$ cat src/design/sls_regs.vh
// Constants for the limited-speed supervisor: register offsets, modes, timing
`ifndef SLS_REGS_VH
`define SLS_REGS_VH
// Register offsets (byte addresses, one 32-bit word each)
`define SLS_ADDR_CTRL      8'h00
`define SLS_ADDR_TRIP      8'h04
`define SLS_ADDR_LIMIT     8'h08
`define SLS_ADDR_TDELAY    8'h0C
`define SLS_ADDR_ZDELAY    8'h10
`define SLS_ADDR_BDELAY    8'h14
`define SLS_ADDR_RESP      8'h18
`define SLS_ADDR_STATUS    8'h1C
`define SLS_ADDR_SPEED     8'h20
// Control register fields
`define SLS_CTRL_MODE_LO   0
`define SLS_CTRL_MODE_HI   1
`define SLS_CTRL_BRAKE     2
`define SLS_CTRL_EST       3
// Modulation-loss behaviour codes
`define SLS_MODE_MONITOR   2'h0
`define SLS_MODE_MODOFF    2'h1
`define SLS_MODE_DISABLED  2'h2
// Reset values
`define SLS_CTRL_RST       4'h8
`define SLS_TRIP_RST       16'h0800
`define SLS_LIMIT_RST      16'h0600
`define SLS_TDELAY_RST     32'h0000_1000
`define SLS_ZDELAY_RST     32'h0000_1000
`define SLS_BDELAY_RST     32'h0000_1000
`define SLS_RESP_RST       32'h0000_0004
// Speed value assumed before valid data exists
`define SLS_SPEED_INIT     16'hFFFF
// Edges a pin needs through the synchroniser before boot trusts its level
`define SLS_SYNC_SETTLE    3'h4
`endif

$ cat src/design/sls_supervisor.v
// Limited-speed supervisor with trip-limit emergency stop and boot hold-off
// Functional notes
// - Request above trip limit starts the limited-speed time delay counter.
// - Disabled mode: modulation loss switches off time-delay monitoring.
// - Disabled mode waits for zero-speed delay expiry or modulation return.
// - Monitoring and indication start when speed falls to limit/trip midpoint.
// - Monitoring starts at the latest when the time delay has elapsed.
// - Modulation back after delay expiry with speed above trip gives limit hit.
// - At boot, assume very high speed until valid speed data exists.
// - Request active at reboot in monitor/modoff mode blocks restart until acknowledged after the delay.
// - Reboot starts the zero-speed delay counter.
// - Zero-speed delay expiry after boot allows acknowledge and sets indication.
// - Early torque-off acknowledge is refused and restarts zero-speed counter.
// - Speed above trip limit activates the emergency stop function.
// - Request below limit starts monitoring at once with indication.
// - Speed reaching trip limit clears the limited-speed indication.
// - After response time, emergency stop opens torque-off so motor coasts.
// - After zero-speed delay, completion indication and limited-speed indication set.
// - With brake control configured, brake delay times completion instead.
// - Removing request keeps monitoring until acknowledged.
// - One acknowledge stops monitoring, acknowledges emergency stop, clears indications.
//
// Local design decisions: the placing of the registers and the address-and-strobe port.
`default_nettype none
`include "sls_regs.vh"
module sls_supervisor (
	input  wire        i_core_clk,
	input  wire        i_rst,
	input  wire [7:0]  i_addr,
	input  wire [31:0] i_wdata,
	input  wire        i_wr,
	input  wire        i_rd,
	input  wire        i_request,
	input  wire        i_ack,
	input  wire        i_modulating,
	input  wire [15:0] i_speed,
	input  wire        i_speed_valid,
	output reg  [31:0] o_rdata,
	output reg         o_torque_off,
	output reg         o_restart_block,
	output reg         o_limited_speed_indication,
	output reg         o_estop_active,
	output reg         o_estop_done,
	output reg         o_limit_hit,
	output reg         o_ack_refused
);
	// States of the supervisor
	localparam [2:0] ST_BOOT    = 3'h0;
	localparam [2:0] ST_IDLE    = 3'h1;
	localparam [2:0] ST_DECEL   = 3'h2;
	localparam [2:0] ST_MODLOSS = 3'h3;
	localparam [2:0] ST_MONITOR = 3'h4;
	localparam [2:0] ST_RESPOND = 3'h5;
	localparam [2:0] ST_STOPPING = 3'h6;
	localparam [2:0] ST_STOPPED = 3'h7;

	// Counter expiry test shared by all delays
	function expired;
		input [31:0] cnt;
		input [31:0] lim;
		begin
			expired = (cnt >= lim);
		end
	endfunction

	// Configuration registers
	reg [3:0]  ctrl_reg;
	reg [15:0] trip_reg;
	reg [15:0] limit_reg;
	reg [31:0] tdelay_reg;
	reg [31:0] zdelay_reg;
	reg [31:0] bdelay_reg;
	reg [31:0] resp_reg;

	// Pin synchronisers: three stages, change accepted when 2nd and 3rd agree
	reg [2:0] req_sync_reg;
	reg [2:0] ack_sync_reg;
	reg [2:0] mod_sync_reg;
	reg       req_reg;
	reg       ack_reg;
	reg       ack_prev_reg;
	reg       mod_reg;
	always @(posedge i_core_clk) begin
		if (i_rst) begin
			req_sync_reg <= 3'h0;
			ack_sync_reg <= 3'h0;
			mod_sync_reg <= 3'h0;
			req_reg      <= 1'b0;
			ack_reg      <= 1'b0;
			ack_prev_reg <= 1'b0;
			mod_reg      <= 1'b0;
		end else begin
			req_sync_reg <= {req_sync_reg[1:0], i_request};
			ack_sync_reg <= {ack_sync_reg[1:0], i_ack};
			mod_sync_reg <= {mod_sync_reg[1:0], i_modulating};
			if (req_sync_reg[1] == req_sync_reg[2])
				req_reg <= req_sync_reg[2];
			if (ack_sync_reg[1] == ack_sync_reg[2])
				ack_reg <= ack_sync_reg[2];
			if (mod_sync_reg[1] == mod_sync_reg[2])
				mod_reg <= mod_sync_reg[2];
			ack_prev_reg <= ack_reg;
		end
	end
	// Rising edge of the settled acknowledge; both flops reset low like the idle pin
	wire ack_pulse = ack_reg & ~ack_prev_reg;

	// Speed held high until valid data arrives, so boot never looks safe
	reg [15:0] speed_reg;
	always @(posedge i_core_clk) begin
		if (i_rst)
			speed_reg <= `SLS_SPEED_INIT;
		else if (i_speed_valid)
			speed_reg <= i_speed;
		else if (!ctrl_reg[`SLS_CTRL_EST])
			speed_reg <= i_speed;
	end

	// Midpoint of limit and trip, widened to keep the carry
	wire [16:0] mid_sum   = {1'b0, limit_reg} + {1'b0, trip_reg};
	wire [15:0] midpoint  = mid_sum[16:1];
	wire        above_trip = (speed_reg > trip_reg);
	wire        at_trip    = (speed_reg >= trip_reg);

	// State and counters
	reg [2:0]  state_reg;
	reg [2:0]  state_next;
	reg [1:0]  mode_reg;
	reg        brake_reg;
	reg [31:0] tcnt_reg;
	reg        tmon_reg;
	reg [31:0] zcnt_reg;
	reg [31:0] rcnt_reg;
	reg        boot_hold_reg;
	// Boot waits for the pin synchronisers before judging the request pin,
	// otherwise a request held across reset would read as absent
	reg [2:0]  settle_reg;

	// Expiry flags; the stop timer follows the brake delay when brake control is on
	wire       t_done   = tmon_reg & expired(tcnt_reg, tdelay_reg);
	wire [31:0] stop_lim = brake_reg ? bdelay_reg : zdelay_reg;
	wire       z_done   = expired(zcnt_reg, stop_lim);

	// Next-state decision
	always @* begin
		state_next = state_reg;
		case (state_reg)
			// Leave boot once no hold applies, or the stop time ran out and was acknowledged
			ST_BOOT: begin
				if (!boot_hold_reg)
					state_next = ST_IDLE;
				else if (z_done && ack_pulse)
					state_next = ST_IDLE;
			end
			ST_IDLE: begin
				if (req_reg && at_trip)
					state_next = ST_DECEL;
				else if (req_reg)
					state_next = ST_MONITOR;
			end
			ST_DECEL: begin
				if (!mod_reg)
					state_next = ST_MODLOSS;
				else if (t_done && above_trip)
					state_next = ST_RESPOND;
				else if (speed_reg <= midpoint || t_done)
					state_next = ST_MONITOR;
			end
			// Monitor and modoff modes fall through to the time-delay trip
			ST_MODLOSS: begin
				if (mod_reg && t_done && above_trip)
					state_next = ST_RESPOND;
				else if (mod_reg)
					state_next = ST_DECEL;
				else if (z_done && mode_reg == `SLS_MODE_DISABLED)
					state_next = ST_MONITOR;
				else if (t_done && above_trip)
					state_next = ST_RESPOND;
				else if (z_done)
					state_next = ST_MONITOR;
			end
			ST_MONITOR: begin
				if (above_trip)
					state_next = ST_RESPOND;
				else if (ack_pulse && !req_reg)
					state_next = ST_IDLE;
			end
			ST_RESPOND: begin
				if (expired(rcnt_reg, resp_reg))
					state_next = ST_STOPPING;
			end
			ST_STOPPING: begin
				if (z_done)
					state_next = ST_STOPPED;
			end
			ST_STOPPED: begin
				if (ack_pulse)
					state_next = ST_IDLE;
			end
			default: state_next = ST_IDLE;
		endcase
	end

	// State, counters and outputs
	always @(posedge i_core_clk) begin
		if (i_rst) begin
			state_reg     <= ST_BOOT;
			mode_reg      <= `SLS_MODE_MONITOR;
			brake_reg     <= 1'b0;
			tcnt_reg      <= 32'h0;
			tmon_reg      <= 1'b0;
			zcnt_reg      <= 32'h0;
			rcnt_reg      <= 32'h0;
			boot_hold_reg <= 1'b1;
			settle_reg    <= 3'h0;
			o_torque_off  <= 1'b0;
			o_restart_block <= 1'b0;
			o_limited_speed_indication <= 1'b0;
			o_estop_active <= 1'b0;
			o_estop_done  <= 1'b0;
			o_limit_hit   <= 1'b0;
			o_ack_refused <= 1'b0;
		end else begin
			state_reg   <= state_next;
			o_limit_hit <= 1'b0;
			o_ack_refused <= 1'b0;
			// Boot: hold off restart only for request in monitor/modoff mode.
			// The decision waits until the synchronisers carry the real pin level.
			if (state_reg == ST_BOOT) begin
				if (settle_reg != `SLS_SYNC_SETTLE)
					settle_reg <= settle_reg + 3'h1;
				else
					boot_hold_reg <= req_reg & (ctrl_reg[`SLS_CTRL_MODE_HI:`SLS_CTRL_MODE_LO] != `SLS_MODE_DISABLED);
				o_restart_block <= boot_hold_reg & req_reg;
				// An early acknowledge is refused and the stop time starts over,
				// so a hurried operator cannot shorten the hold-off
				if (ack_pulse && !z_done) begin
					zcnt_reg      <= 32'h0;
					o_ack_refused <= 1'b1;
				end else if (!z_done)
					zcnt_reg <= zcnt_reg + 32'h1;
				// Expiry alone raises the indication; the acknowledge then frees restart
				if (boot_hold_reg && z_done)
					o_limited_speed_indication <= 1'b1;
				if (state_next == ST_IDLE && boot_hold_reg)
					o_restart_block <= 1'b0;
			end
			// Sample the selector as each request is taken
			if (state_reg == ST_IDLE && req_reg) begin
				mode_reg  <= ctrl_reg[`SLS_CTRL_MODE_HI:`SLS_CTRL_MODE_LO];
				brake_reg <= ctrl_reg[`SLS_CTRL_BRAKE];
				tcnt_reg  <= 32'h0;
				tmon_reg  <= 1'b1;
			end else if (tmon_reg && !t_done)
				tcnt_reg <= tcnt_reg + 32'h1;
			// Disabled mode stops time-delay supervision on modulation loss
			if (state_reg == ST_DECEL && !mod_reg) begin
				zcnt_reg <= 32'h0;
				if (mode_reg == `SLS_MODE_DISABLED)
					tmon_reg <= 1'b0;
			end else if (state_reg == ST_MODLOSS && !z_done)
				zcnt_reg <= zcnt_reg + 32'h1;
			if (state_next == ST_RESPOND && state_reg != ST_RESPOND) begin
				rcnt_reg       <= 32'h0;
				o_estop_active <= 1'b1;
				o_limit_hit    <= 1'b1;
				o_limited_speed_indication <= 1'b0;
			end else if (state_reg == ST_RESPOND)
				rcnt_reg <= rcnt_reg + 32'h1;
			if (state_next == ST_STOPPING && state_reg == ST_RESPOND) begin
				o_torque_off <= 1'b1;
				zcnt_reg     <= 32'h0;
			end else if (state_reg == ST_STOPPING && !z_done)
				zcnt_reg <= zcnt_reg + 32'h1;
			if (state_next == ST_STOPPED && state_reg == ST_STOPPING) begin
				o_estop_done <= 1'b1;
				o_limited_speed_indication <= 1'b1;
			end
			if (state_next == ST_MONITOR && state_reg != ST_MONITOR)
				o_limited_speed_indication <= 1'b1;
			if (state_reg == ST_MONITOR && at_trip)
				o_limited_speed_indication <= 1'b0;
			// One acknowledge clears both functions
			if (state_next == ST_IDLE && (state_reg == ST_MONITOR || state_reg == ST_STOPPED)) begin
				o_limited_speed_indication <= 1'b0;
				o_estop_active <= 1'b0;
				o_estop_done   <= 1'b0;
				o_torque_off   <= 1'b0;
				tmon_reg       <= 1'b0;
			end
		end
	end

	// Register writes
	// Mode and brake bits take effect when the next request is accepted; the boot hold reads the mode bits directly
	always @(posedge i_core_clk) begin
		if (i_rst) begin
			ctrl_reg   <= `SLS_CTRL_RST;
			trip_reg   <= `SLS_TRIP_RST;
			limit_reg  <= `SLS_LIMIT_RST;
			tdelay_reg <= `SLS_TDELAY_RST;
			zdelay_reg <= `SLS_ZDELAY_RST;
			bdelay_reg <= `SLS_BDELAY_RST;
			resp_reg   <= `SLS_RESP_RST;
		end else if (i_wr) begin
			case (i_addr)
				`SLS_ADDR_CTRL:   ctrl_reg   <= i_wdata[3:0];
				`SLS_ADDR_TRIP:   trip_reg   <= i_wdata[15:0];
				`SLS_ADDR_LIMIT:  limit_reg  <= i_wdata[15:0];
				`SLS_ADDR_TDELAY: tdelay_reg <= i_wdata;
				`SLS_ADDR_ZDELAY: zdelay_reg <= i_wdata;
				`SLS_ADDR_BDELAY: bdelay_reg <= i_wdata;
				`SLS_ADDR_RESP:   resp_reg   <= i_wdata;
				default: ;
			endcase
		end
	end

	// Register reads, one cycle late; unmapped and idle reads give zero
	always @(posedge i_core_clk) begin
		if (i_rst)
			o_rdata <= 32'h0;
		else if (i_rd) begin
			case (i_addr)
				`SLS_ADDR_CTRL:   o_rdata <= {28'h0, ctrl_reg};
				`SLS_ADDR_TRIP:   o_rdata <= {16'h0, trip_reg};
				`SLS_ADDR_LIMIT:  o_rdata <= {16'h0, limit_reg};
				`SLS_ADDR_TDELAY: o_rdata <= tdelay_reg;
				`SLS_ADDR_ZDELAY: o_rdata <= zdelay_reg;
				`SLS_ADDR_BDELAY: o_rdata <= bdelay_reg;
				`SLS_ADDR_RESP:   o_rdata <= resp_reg;
				`SLS_ADDR_STATUS: o_rdata <= {21'h0, tmon_reg, mode_reg, o_estop_done, o_estop_active,
					o_torque_off, o_restart_block, o_limited_speed_indication, state_reg};
				`SLS_ADDR_SPEED:  o_rdata <= {16'h0, speed_reg};
				default:          o_rdata <= 32'h0;
			endcase
		end else
			o_rdata <= 32'h0;
	end
endmodule // sls_supervisor
`default_nettype wire

$ cat config.mk
export PLATFORM = sky130hd
export DESIGN_NAME = sls_supervisor
export DESIGN_NICKNAME = d
export VERILOG_FILES = /design/src/design/sls_supervisor.v
export VERILOG_INCLUDE_DIRS = /design/src /design/src/design
export SDC_FILE = /design/constraint.sdc
export NUM_CORES = 1
export LEC_CHECK = 0
export ABC_CLOCK_PERIOD_IN_PS = 14000
export BUFFER_PORTS_ARGS = -buffer_cell sky130_fd_sc_hd__buf_2
export CORE_AREA = 2 2 231 233
export CTS_BUF_LIST = sky130_fd_sc_hd__clkbuf_16
export CTS_CLUSTER_DIAMETER = 80
export CTS_CLUSTER_SIZE = 14
export DETAILED_ROUTE_END_ITERATION = 16
export DIE_AREA = 0 0 233 235
export PLACE_DENSITY = 0.55
export SETUP_SLACK_MARGIN = 0.02
export SKIP_CTS_REPAIR_TIMING = 1
export SYNTH_ARGS = -nofsm -noshare
export SYNTH_HDL_FRONTEND = slang
export SYNTH_SLANG_ARGS = --single-unit
$ cat constraint.sdc
create_clock -name i_core_clk -period 14 [get_ports i_core_clk]
set_input_delay 2.1 -clock i_core_clk [delete_from_list [all_inputs] [get_ports i_core_clk]]
set_output_delay 2.1 -clock i_core_clk [all_outputs]
set_load 0.02 [all_outputs]
==> metrics.md, run 1 <==
| Metric | Value |
|---|---|
| Outcome | `finished clean` |
| Area growth from synthesis to layout | `10.66%` |
| Die Ht | `between 200 and 250 um` |
| Worst-path maximum fanout | `32` |
| Final Net Count | `2,426` |
| Vias per cell | `between 5 and 6` |
| ANT nets after route | `0` |
| Total GRT Usage | `roughly 20%` |
| PortBufs | `102` |
| Max_slew headroom | `roughly a fifth` |
| Flops & latches, synth | `between 300 and 400` |
| Net Sw Frac | `around 27%` |
| Post-Synthesis Cells | `~2,200` |
| Worst Path Required | `14.46 ns` |
| Worst min-delay path class | `reg2reg` |
| Pin count of the biggest net entering global routing | `between 100 and 150` |
| Int Power | `roughly 1.4 mW` |
| Crit path cell chain | `and2_1 -> fa_1 -> a21o_1 -> a21oi_1 -> o21bai_1 -> a21oi_1 -> nor2b_1 -> nor2_1 -> o211ai_1 -> a41oi_1 -> xor2_1 -> ha_1 -> nand4_1 -> nor4_1 -> nor3_1 -> o31a_1 -> o2111ai_1 -> o311ai_0 -> a2111o_1 -> o41ai_4 -> buf_4 -> nor2_1` |
| Worst Tran Pin Value | `between 1 and 1.5 ns` |
| Period utilization | `~40%` |
| Adder-Cell Fraction of Synth Area | `approximately a tenth` |
| Vias post-DR | `around 16,000` |
| Ys Warns | `0` |
| Post-synthesis mux area share | `roughly 2.1%` |
| Mapped Nets | `about 2,400` |
| Clock skew | `0.02750 ns` |
| Main synth FF type | `dfxtp_1` |
| Final min period | `roughly 5.6 ns` |
| Combinational share of power | `under 10%` |
| Setup-failing EPs final | `0` |
| Core area | `52,240 sq um` |
| Crit path capture type | `flop` |
| Initial antenna violation count | `2` |
| Seq/Total Area, Yosys | `about 39%` |
| DRC violations left | `0` |
| Reg power frac | `between 50% and 60%` |
| Clk buf depth | `3` |
| Top-area cell type share of the netlist area | `about two fifths` |
| Net Sw Power | `521.1 uW` |
| Drt first pass iters | `5` |
| Crit path max-delay cell type | `a2111o_1` |
| Layout cells sized above 1 | `~8.3%` |
| CP arrival | `6.06 ns` |
| Clock Power Share | `between 30% and 40%` |
| I/O pin total | `around 100` |
| Fillers | `~5,400` |
| Vias in the first global route | `roughly 15,000` |
| Post-synth EDFFs | `0` |
| Pwr Density | `about 99 nW/um^2` |
| Synth cell types | `78` |
| Worst VDD drop | `approximately 0.00010 V` |
| Timing-limited maximum frequency | `around 180 MHz` |
| FP Rows | `84` |
| CTS sink count | `roughly 340` |
| Slew Limit Fails | `0` |
| Static Leak | `between 6 and 7 nW` |
| Hold Fails Final Rpt | `0` |
| Crit path largest cell delay | `roughly 0.53 ns` |
| Hold slack | `0.4414 ns` |
| Top cells by area, synth | `dfxtp_1 (39%), ha_1 (11%), nand2_1 (9.4%), a21oi_1 (6.8%), nor2_1 (3.4%)` |
| Die extent in x | `between 200 and 250 um` |
| H-tree depth | `1` |
| Mean post-synth cell area | `roughly 8.1 sq um` |
| DP Wirelength | `between 40 and 50 mm` |
| Gr ovfl total | `0` |
| WL final | `56.44 mm` |
| First-pass GRT wire length | `87.50 mm` |
| Post-synth ARST share | `0%` |
| CTS buffer count | `29` |
| MaxCap Viol Count | `0` |
| Total power | `1.927 mW` |
| Setup TNS | `0 ns` |
| Clock latency on the worst-skew pair | `about 0.60 ns` |
| CTS tree | `yes` |
| Main combinational cell family by area after synthesis | `simple AND/OR/NAND/NOR gates` |
| Synth area leader | `dfxtp_1` |
| Crit path kind | `reg2reg` |
| CTS clock-pin slew for the worst setup and hold paths | `around 0.070 ns` |
| Post-Syn Area | `roughly 18,000 sq um` |
| Post-DR wirelength/cell | `about 19 um` |
| XOR/XNOR Fraction of Synth Area | `5.097%` |
| Setup crit start kind | `flop` |
| GP Congestion | `approximately 0.88` |
| Simple-gate share of the synthesized area | `between 20% and 30%` |
| RSZ-0062 raised after global routing | `no` |
| Post-synthesis compound-gate area fraction | `17.17%` |
| Initial DRC count | `1,240` |
| Die footprint | `between 50,000 and 60,000 sq um` |
| Initial core utilization | `roughly a third` |
| CTS root buf | `clkbuf_16` |
[placed cells by master, fill, tap and decap left out, types with 8 or more instances in the layout]
| cell | Yosys | routed |
|---|---|---|
| a21o_1 | 13 | 13 |
| o21ai_0 | 43 | 43 |
| nand4_1 | 35 | 35 |
| or3_1 | 9 | 9 |
| and3_1 | 17 | 17 |
| nand2b_1 | 12 | 12 |
| nor3_1 | 35 | 35 |
| a22oi_1 | 61 | 61 |
| a222oi_1 | 9 | 9 |
| nand3_1 | 61 | 61 |
| a221oi_1 | 16 | 16 |
| nor2_1 | 159 | 155 |
| ha_1 | 148 | 148 |
| buf_4 | 0 | 18 |
| xnor2_1 | 63 | 63 |
| inv_1 | 113 | 114 |
| xor2_1 | 39 | 39 |
| dfxtp_1 | 339 | 338 |
| a21oi_1 | 237 | 237 |
| a31oi_1 | 21 | 21 |
| nor4_1 | 16 | 15 |
| buf_2 | 1 | 101 |
| nand2_1 | 439 | 439 |
| clkbuf_16 | 0 | 29 |
| o211ai_1 | 11 | 11 |
| a22o_1 | 11 | 11 |
| or2_2 | 8 | 8 |
| mux2i_1 | 36 | 36 |
| nor2b_1 | 16 | 16 |
| and2_1 | 12 | 10 |
[cell type report]
| class | count | area [sq um] | area share [%] |
|---|---|---|---|
| multi-input combinational | 1610 | 9894 | 51.02 |
| sequential | 339 | 6788 | 35.00 |
| tap | 688 | 860.8 | 4.438 |
| clock buffer | 29 | 725.7 | 3.742 |
| timing repair buffer | 120 | 651.9 | 3.361 |
| inverter | 113 | 424.2 | 2.187 |
| clock inverter | 5 | 45.04 | 0.2322 |
| antenna | 2 | 5.005 | 0.02580 |
[synth_stat cells, types with 3 or more instances]
cell / n
nand2_1: 439
dfxtp_1: 339
a21oi_1: 237
nor2_1: 159
ha_1: 148
inv_1: 113
clkbuf_1: 104
xnor2_1: 63
a22oi_1: 61
nand3_1: 61
o21ai_0: 43
xor2_1: 39
mux2i_1: 36
nand4_1: 35
nor3_1: 35
a31oi_1: 21
and3_1: 17
a221oi_1: 16
nor2b_1: 16
nor4_1: 16
a21o_1: 13
and2_1: 12
nand2b_1: 12
a22o_1: 11
o211ai_1: 11
a222oi_1: 9
or3_1: 9
or2_2: 8
and4_1: 7
a211oi_1: 6
nand3b_1: 5
o21a_1: 4
a2111oi_0: 3
a41oi_1: 3
buf_1: 3
buf_6: 3
o31a_1: 3
[power groups by stage]
stage | logic (mW) | clock network, mW | registers (mW)
2_1_floorplan | 0.125 | 0 | 1.01
3_3_place_gp | 0.178 | 0 | 1.02
3_5_place_dp | 0.180 | 0 | 1.02
4_1_cts | 0.181 | 0.762 | 1.00
5_1_grt | 0.200 | 0.801 | 1.00
6_report | 0.182 | 0.742 | 1.00
[cell families (layout without fill, tap and decap cells)]
logic type | after synthesis | in the layout
buffers and inverters | 224 | 267
and+or+nand+nor | 846 | 846
adders and majority gates | 149 | 149
xor gates and xnor gates | 102 | 102
AOI/OAI and AO/OA | 476 | 476
other | 0 | 2
DFF | 339 | 339
muxes | 37 | 37
[stage by stage]
| stage | worst slack (ns) | utilization (%) | instances | cell area [sq um] |
|---|---|---|---|---|
| after floorplan | 9.268 | - | 2173 | 17530 |
| after global placement | 8.538 | 35.64 | 2870 | 18620 |
| after detailed placement | 8.525 | 35.64 | 2870 | 18620 |
| after CTS | 8.473 | 37.12 | 2904 | 19390 |
| after global routing | 7.945 | 37.13 | 2906 | 19390 |
| final | 8.399 | 37.13 | 2906 | 19390 |
[final timing paths]
check	startpoint	endpoint	slack, ns	cells after the start
hold / removal	mod_sync_reg[0]	mod_sync_reg[1]	0.44	1
hold reg to reg	mod_sync_reg[0]	mod_sync_reg[1]	0.44	1
setup / recovery	trip_reg[0]	rcnt_reg[27]	8.40	22
setup reg to reg	trip_reg[0]	rcnt_reg[27]	8.40	22
[metal layers]
layer	part of all wire [%]	wire length [um]	track usage [%]	vias to the layer above
li1	-	-	-	7605
met1	46	25690	27.79	7439
met2	46	25920	33.21	465
met3	5.4	3029	2.294	86
met4	3.2	1803	6.987	0
met5	0	0	0	-
[critical path: cells and delay by family (launching register included)]
kind / cells / cell delay, ns
fa+ha+maj: 2 / 0.71
flops: 1 / 0.36
buf+inv: 1 / 0.39
xor+xnor: 1 / 0.12
simple gates: 7 / 1.15
compound gates: 11 / 2.66
Power figures use the tool's default switching activity.
==> run 2, diff against run 1 <==
ABC_CLOCK_PERIOD_IN_PS = 5470   (was 14000)
clock period = 5.47 ns   (was 14 ns; I/O delays follow)
==> metrics.md, run 2 (synthesis gave the netlist of run 1 again) <==
| Metric | Value |
|---|---|
| Vias post-DR | `around 16,000` |
| Die Ht | `~240 um` |
| Hold slack | `0.4380 ns` |
| Post-DR wirelength/cell | `19.28 um` |
| Int Power | `about 3.7 mW` |
| I/O pin total | `between 100 and 150` |
| Met3 usage | `between 2 and 2.5%` |
| Crit path capture type | `flop` |
| DRC violations left | `0` |
| CTS tree | `yes` |
| Worst Path Required | `5.93 ns` |
| Period utilization | `~92%` |
| Worst min-delay path class | `reg2reg` |
| Commonest non-fill, non-tap cell in the layout | `nand2_1` |
| Gr ovfl total | `0` |
| Layout cells sized above 1 | `under 10%` |
| Post-placement cell count | `roughly 2,900` |
| Setup crit start kind | `flop` |
| Clock skew | `0.02325 ns` |
| Net Sw Frac | `26.14%` |
| Worst Tran Pin Value | `0.9924 ns` |
| First-pass GRT wire length | `86.84 mm` |
| DP Wirelength | `roughly 41 mm` |
| Final min period | `5.034 ns` |
| R2r setup slk | `~0.44 ns` |
| FP Rows | `84` |
| Vias per cell | `between 5 and 6` |
| R2r worst-path depth | `22` |
| Setup-failing EPs final | `0` |
| Slew Limit Fails | `0` |
| Worst VDD drop | `roughly 0.00020 V` |
| Net Sw Power | `approximately 1.3 mW` |
| Drt first pass iters | `7` |
| Total GRT Usage | `20.08%` |
| GP Congestion | `~0.9` |
| Max_slew headroom | `roughly 34%` |
| CTS buffer count | `28` |
| Area growth from synthesis to layout | `11.21%` |
| Grt met2 use | `33.00%` |
| Worst-path maximum fanout | `4` |
| CTS root buf | `clkbuf_16` |
| CTS sink count | `about 340` |
| Pwr Density | `approximately 250 nW/um^2` |
| H-tree depth | `1` |
| Worst R2R End | `tmon_reg` |
| Combinational share of power | `about 10%` |
| Clock Power Share | `around two fifths` |
| RSZ-0062 raised after global routing | `no` |
| Setup TNS | `0 ns` |
| Initial antenna violation count | `4` |
| Die extent in x | `233 um` |
| Clock latency on the worst-skew pair | `between 0.5 and 0.6 ns` |
| Pin count of the biggest net entering global routing | `100` |
| Die footprint | `54,760 sq um` |
| RR Startpoint | `limit_reg[0]` |
| Initial DRC count | `around 1,400` |
| Initial core utilization | `33.55%` |
| MaxCap Viol Count | `0` |
| CP arrival | `about 5.5 ns` |
| Timing-limited maximum frequency | `around 200 MHz` |
| Fin util | `37.31%` |
| Met1 usage | `27.54%` |
| PortBufs | `102` |
| Commonest cells after routing, fill and taps aside | `nand2_1 (439), dfxtp_1 (338), a21oi_1 (237)` |
| Static Leak | `just under 7 nW` |
| WL final | `roughly 56 mm` |
| Final Net Count | `2,434` |
| Hold Fails Final Rpt | `0` |
| Fillers | `between 5,000 and 6,000` |
| Reg power frac | `around half` |
| Core area | `~52,000 sq um` |
| Hold EP | `ack_sync_reg[1]` |
| WHS Path Cells | `1` |
| Busiest grt layer | `met2` |
| ANT nets after route | `0` |
| Crit path kind | `reg2reg` |
| Outcome | `finished clean` |
| CTS clock-pin slew for the worst setup and hold paths | `around 0.070 ns` |
| Vias in the first global route | `approximately 15,000` |
| Clk buf depth | `3` |
| Hold Startpoint | `ack_sync_reg[0]` |
| Filler-free cell count of the finished design | `between 2,000 and 3,000` |
-- run 2: cell count changes in the layout (fill, tap and decap cells not counted), sizes merged --
cell	before	now
buf	120	129
inv	116	113
diode	2	1
clkinv	2	3
bufinv	0	1
-- run 2: worst max path at each step --
| stage | depth (start not counted) | to | start |
|---|---|---|---|
| global route | 22 | tmon_reg | limit_reg[0] |
| floorplan | 22 | rcnt_reg[5] | trip_reg[0] |
| finish | 22 | tmon_reg | limit_reg[0] |
| CTS | 22 | rcnt_reg[29] | limit_reg[0] |
| global placement | 22 | rcnt_reg[29] | limit_reg[0] |
| detailed placement | 22 | rcnt_reg[29] | limit_reg[0] |
-- run 2: stage by stage --
stage,setup WS (ns),power (mW),area (sq um)
floorplan,0.7377,2.907,17530
global placement,0.2589,3.074,18690
detailed placement,0.2259,3.081,18690
CTS,0.1543,4.971,19460
global route,0.02654,5.135,19490
finish,0.4356,4.947,19490
-- run 2: critical path: stages, from the launching register on --
cell and delay, ns:
dfxtp_1 0.34, and2_1 0.15, fa_1 0.41, a21o_1 0.19, a21oi_1 0.22, o21bai_1 0.10
a21oi_1 0.23, nor2b_1 0.07, nor2_1 0.14, o211ai_1 0.17, a41oi_2 0.26, xor2_1 0.17
ha_1 0.26, nand4_1 0.17, nor4_2 0.06, nor3_1 0.14, o31a_1 0.24, nor2_1 0.08
a221o_1 0.37, or4b_1 0.53, o41ai_2 0.40, buf_4 0.19, nor2_1 0.04
-- run 2: area by class of cell --
cell class	count	area, sq um	area share [%]
sequential	339	6788	34.82
clock buffer	29	725.7	3.723
clock inverter	4	42.54	0.2183
inverter	113	424.2	2.176
timing repair buffer	129	732.0	3.755
antenna	1	2.502	0.01284
multi-input combinational	1610	9916	50.87
tap	688	860.8	4.416
-- run 2: metal layers --
layer / vias up / wire length [um]
met5: - / 0
met3: 94 / 2958
met1: 7556 / 25780
met2: 496 / 25890
met4: 0 / 1547
li1: 7619 / -
-- run 2: power by group through the flow --
stage          logic, mW  clock network, mW  registers (mW)
2_1_floorplan      0.321                  0            2.59
3_3_place_gp       0.450                  0            2.62
3_5_place_dp       0.457                  0            2.62
4_1_cts            0.460               1.94            2.57
5_1_grt            0.530               2.03            2.57
6_report           0.483               1.89            2.57
==> run 3, diff against run 2 <==
CTS_BUF_LIST = unset   (was sky130_fd_sc_hd__clkbuf_16)
==> metrics.md, run 3 (synthesis gave the netlist of run 1 again) <==
| Metric | Value |
|---|---|
| Worst VDD drop | `approximately 0.00020 V` |
| Final Net Count | `about 2,400` |
| Reg area | `between 6000 and 7000 sq um` |
| CP arrival | `5.50 ns` |
| Fillers | `5,412` |
| Net Sw Power | `1.294 mW` |
| Worst Path Required | `5.93 ns` |
| Static Leak | `6.947 nW` |
| Total GRT Usage | `between 20% and 30%` |
| Commonest cells after routing, fill and taps aside | `nand2_1 (439), dfxtp_1 (338), a21oi_1 (237)` |
| Filler-free cell count of the finished design | `2,913` |
| Pin count of the biggest net entering global routing | `100` |
| DRC violations left | `0` |
| Initial DRC count | `1,400` |
| Initial core utilization | `between 30% and 40%` |
| Core area | `around 52,000 sq um` |
| DP Wirelength | `41.25 mm` |
| GP Congestion | `roughly 0.91` |
| Net Sw Frac | `approximately a quarter` |
| Area growth from synthesis to layout | `11.32%` |
| MaxCap Viol Count | `0` |
| Crit path max-delay cell type | `or4b_1` |
| Commonest non-fill, non-tap cell in the layout | `nand2_1` |
| Post-placement cell count | `roughly 2,900` |
| Worst-path maximum fanout | `4` |
| Vias in the first global route | `14,930` |
| WL final | `56.06 mm` |
| Most used cell along the critical path | `nor2_1` |
| Max_slew headroom | `between 30% and 40%` |
| Layout cells sized above 1 | `8.858%` |
| H-tree depth | `1` |
| Clk buf depth | `3` |
| PortBufs | `just over 100` |
| Timing-limited maximum frequency | `198.5 MHz` |
| Clock latency on the worst-skew pair | `approximately 0.58 ns` |
| RSZ-0062 raised after global routing | `no` |
| Setup crit start kind | `flop` |
| Multi-input gate area | `just under 10,000 sq um` |
| Drt first pass iters | `6` |
| Int Power | `around 3.7 mW` |
| Hold Fails Final Rpt | `0` |
| Die extent in x | `233 um` |
| Outcome | `finished clean` |
| Gr ovfl total | `0` |
| Crit path kind | `reg2reg` |
| I/O pin total | `just over 100` |
| Pwr Density | `around 260 nW/um^2` |
| Post-DR wirelength/cell | `between 15 and 20 um` |
| CTS sink count | `339` |
| Crit path largest cell delay | `0.53 ns` |
| CTS tree | `yes` |
| Crit path capture type | `flop` |
| Setup-failing EPs final | `0` |
| Slew Limit Fails | `0` |
| Combinational share of power | `approximately a tenth` |
| CTS clock-pin slew for the worst setup and hold paths | `0.07 ns` |
| Clock Power Share | `38.7%` |
| Clock skew | `0.02401 ns` |
| Reg power frac | `51.6%` |
| Vias per cell | `around 5.4` |
| Worst min-delay path class | `reg2reg` |
| Total power | `~5 mW` |
| Final min period | `5.039 ns` |
| Die footprint | `approximately 55,000 sq um` |
| ANT nets after route | `0` |
| Die Ht | `235 um` |
| CTS root buf | `clkbuf_16` |
| Vias post-DR | `15,790` |
| FP Rows | `84` |
| Period utilization | `roughly 92%` |
| Crit path cell chain | `and2_1 -> fa_1 -> a21o_1 -> a21oi_1 -> o21bai_1 -> a21oi_1 -> nor2b_1 -> nor2_1 -> o211ai_1 -> a41oi_2 -> xor2_1 -> ha_1 -> nand4_1 -> nor4_2 -> nor3_1 -> o31a_1 -> nor2_1 -> a221o_1 -> or4b_1 -> o41ai_2 -> buf_4 -> nor2_1` |
| Setup TNS | `0 ns` |
| Worst Tran Pin Value | `0.9929 ns` |
| CTS buffer count | `28` |
| Initial antenna violation count | `4` |
| First-pass GRT wire length | `~87 mm` |
run 3: worst max-delay path: cells and delay by family (launching register included):
family,cells,cell delay (ns)
simple gates,9,1.38
compound gates,9,2.19
xor+xnor,1,0.17
buf+inv,1,0.19
flops,1,0.34
fa+ha+maj,2,0.67
run 3: area by class of cell:
cell class	count	area share, %
multi-input combinational	1610	50.82
sequential	339	34.79
tap	688	4.412
clock buffer	31	3.860
timing repair buffer	129	3.751
inverter	113	2.174
clock inverter	2	0.1796
antenna	1	0.01283
run 3: routing by layer:
metal / share of wire, % / wire length [um] / GRT usage [%]
met2: 46 / 26040 / 33.02
met1: 45 / 25300 / 27.55
met5: 0 / 0 / 0
met3: 5.8 / 3268 / 2.464
met4: 2.6 / 1453 / 5.597
run 3: worst paths after layout:
check	start	endpoint	slack [ns]	cells after the start
setup / recovery	limit_reg[0]	tmon_reg	0.43	22
hold / removal	ack_sync_reg[0]	ack_sync_reg[1]	0.44	1
setup reg to reg	limit_reg[0]	tmon_reg	0.43	22
hold reg to reg	ack_sync_reg[0]	ack_sync_reg[1]	0.44	1
run 3: power groups by stage:
stage                     logic, mW  registers (mW)  clock network [mW]
after floorplan               0.321            2.59                   0
after global placement        0.450            2.62                   0
after detailed placement      0.457            2.62                   0
after CTS                     0.460            2.57                1.97
after global routing          0.530            2.57                2.06
final                         0.483            2.57                1.92
run 3: through the flow:
step	instance area, sq um	hold WS, ns	utilization (%)	worst slack, ns
floorplan	17530	0.4138	-	0.7377
global placement	18690	0.4161	35.79	0.2589
detailed placement	18690	0.4266	35.79	0.2259
CTS	19480	0.4198	37.30	0.1543
global route	19510	0.4419	37.35	0.02654
finish	19510	0.4378	37.35	0.4312
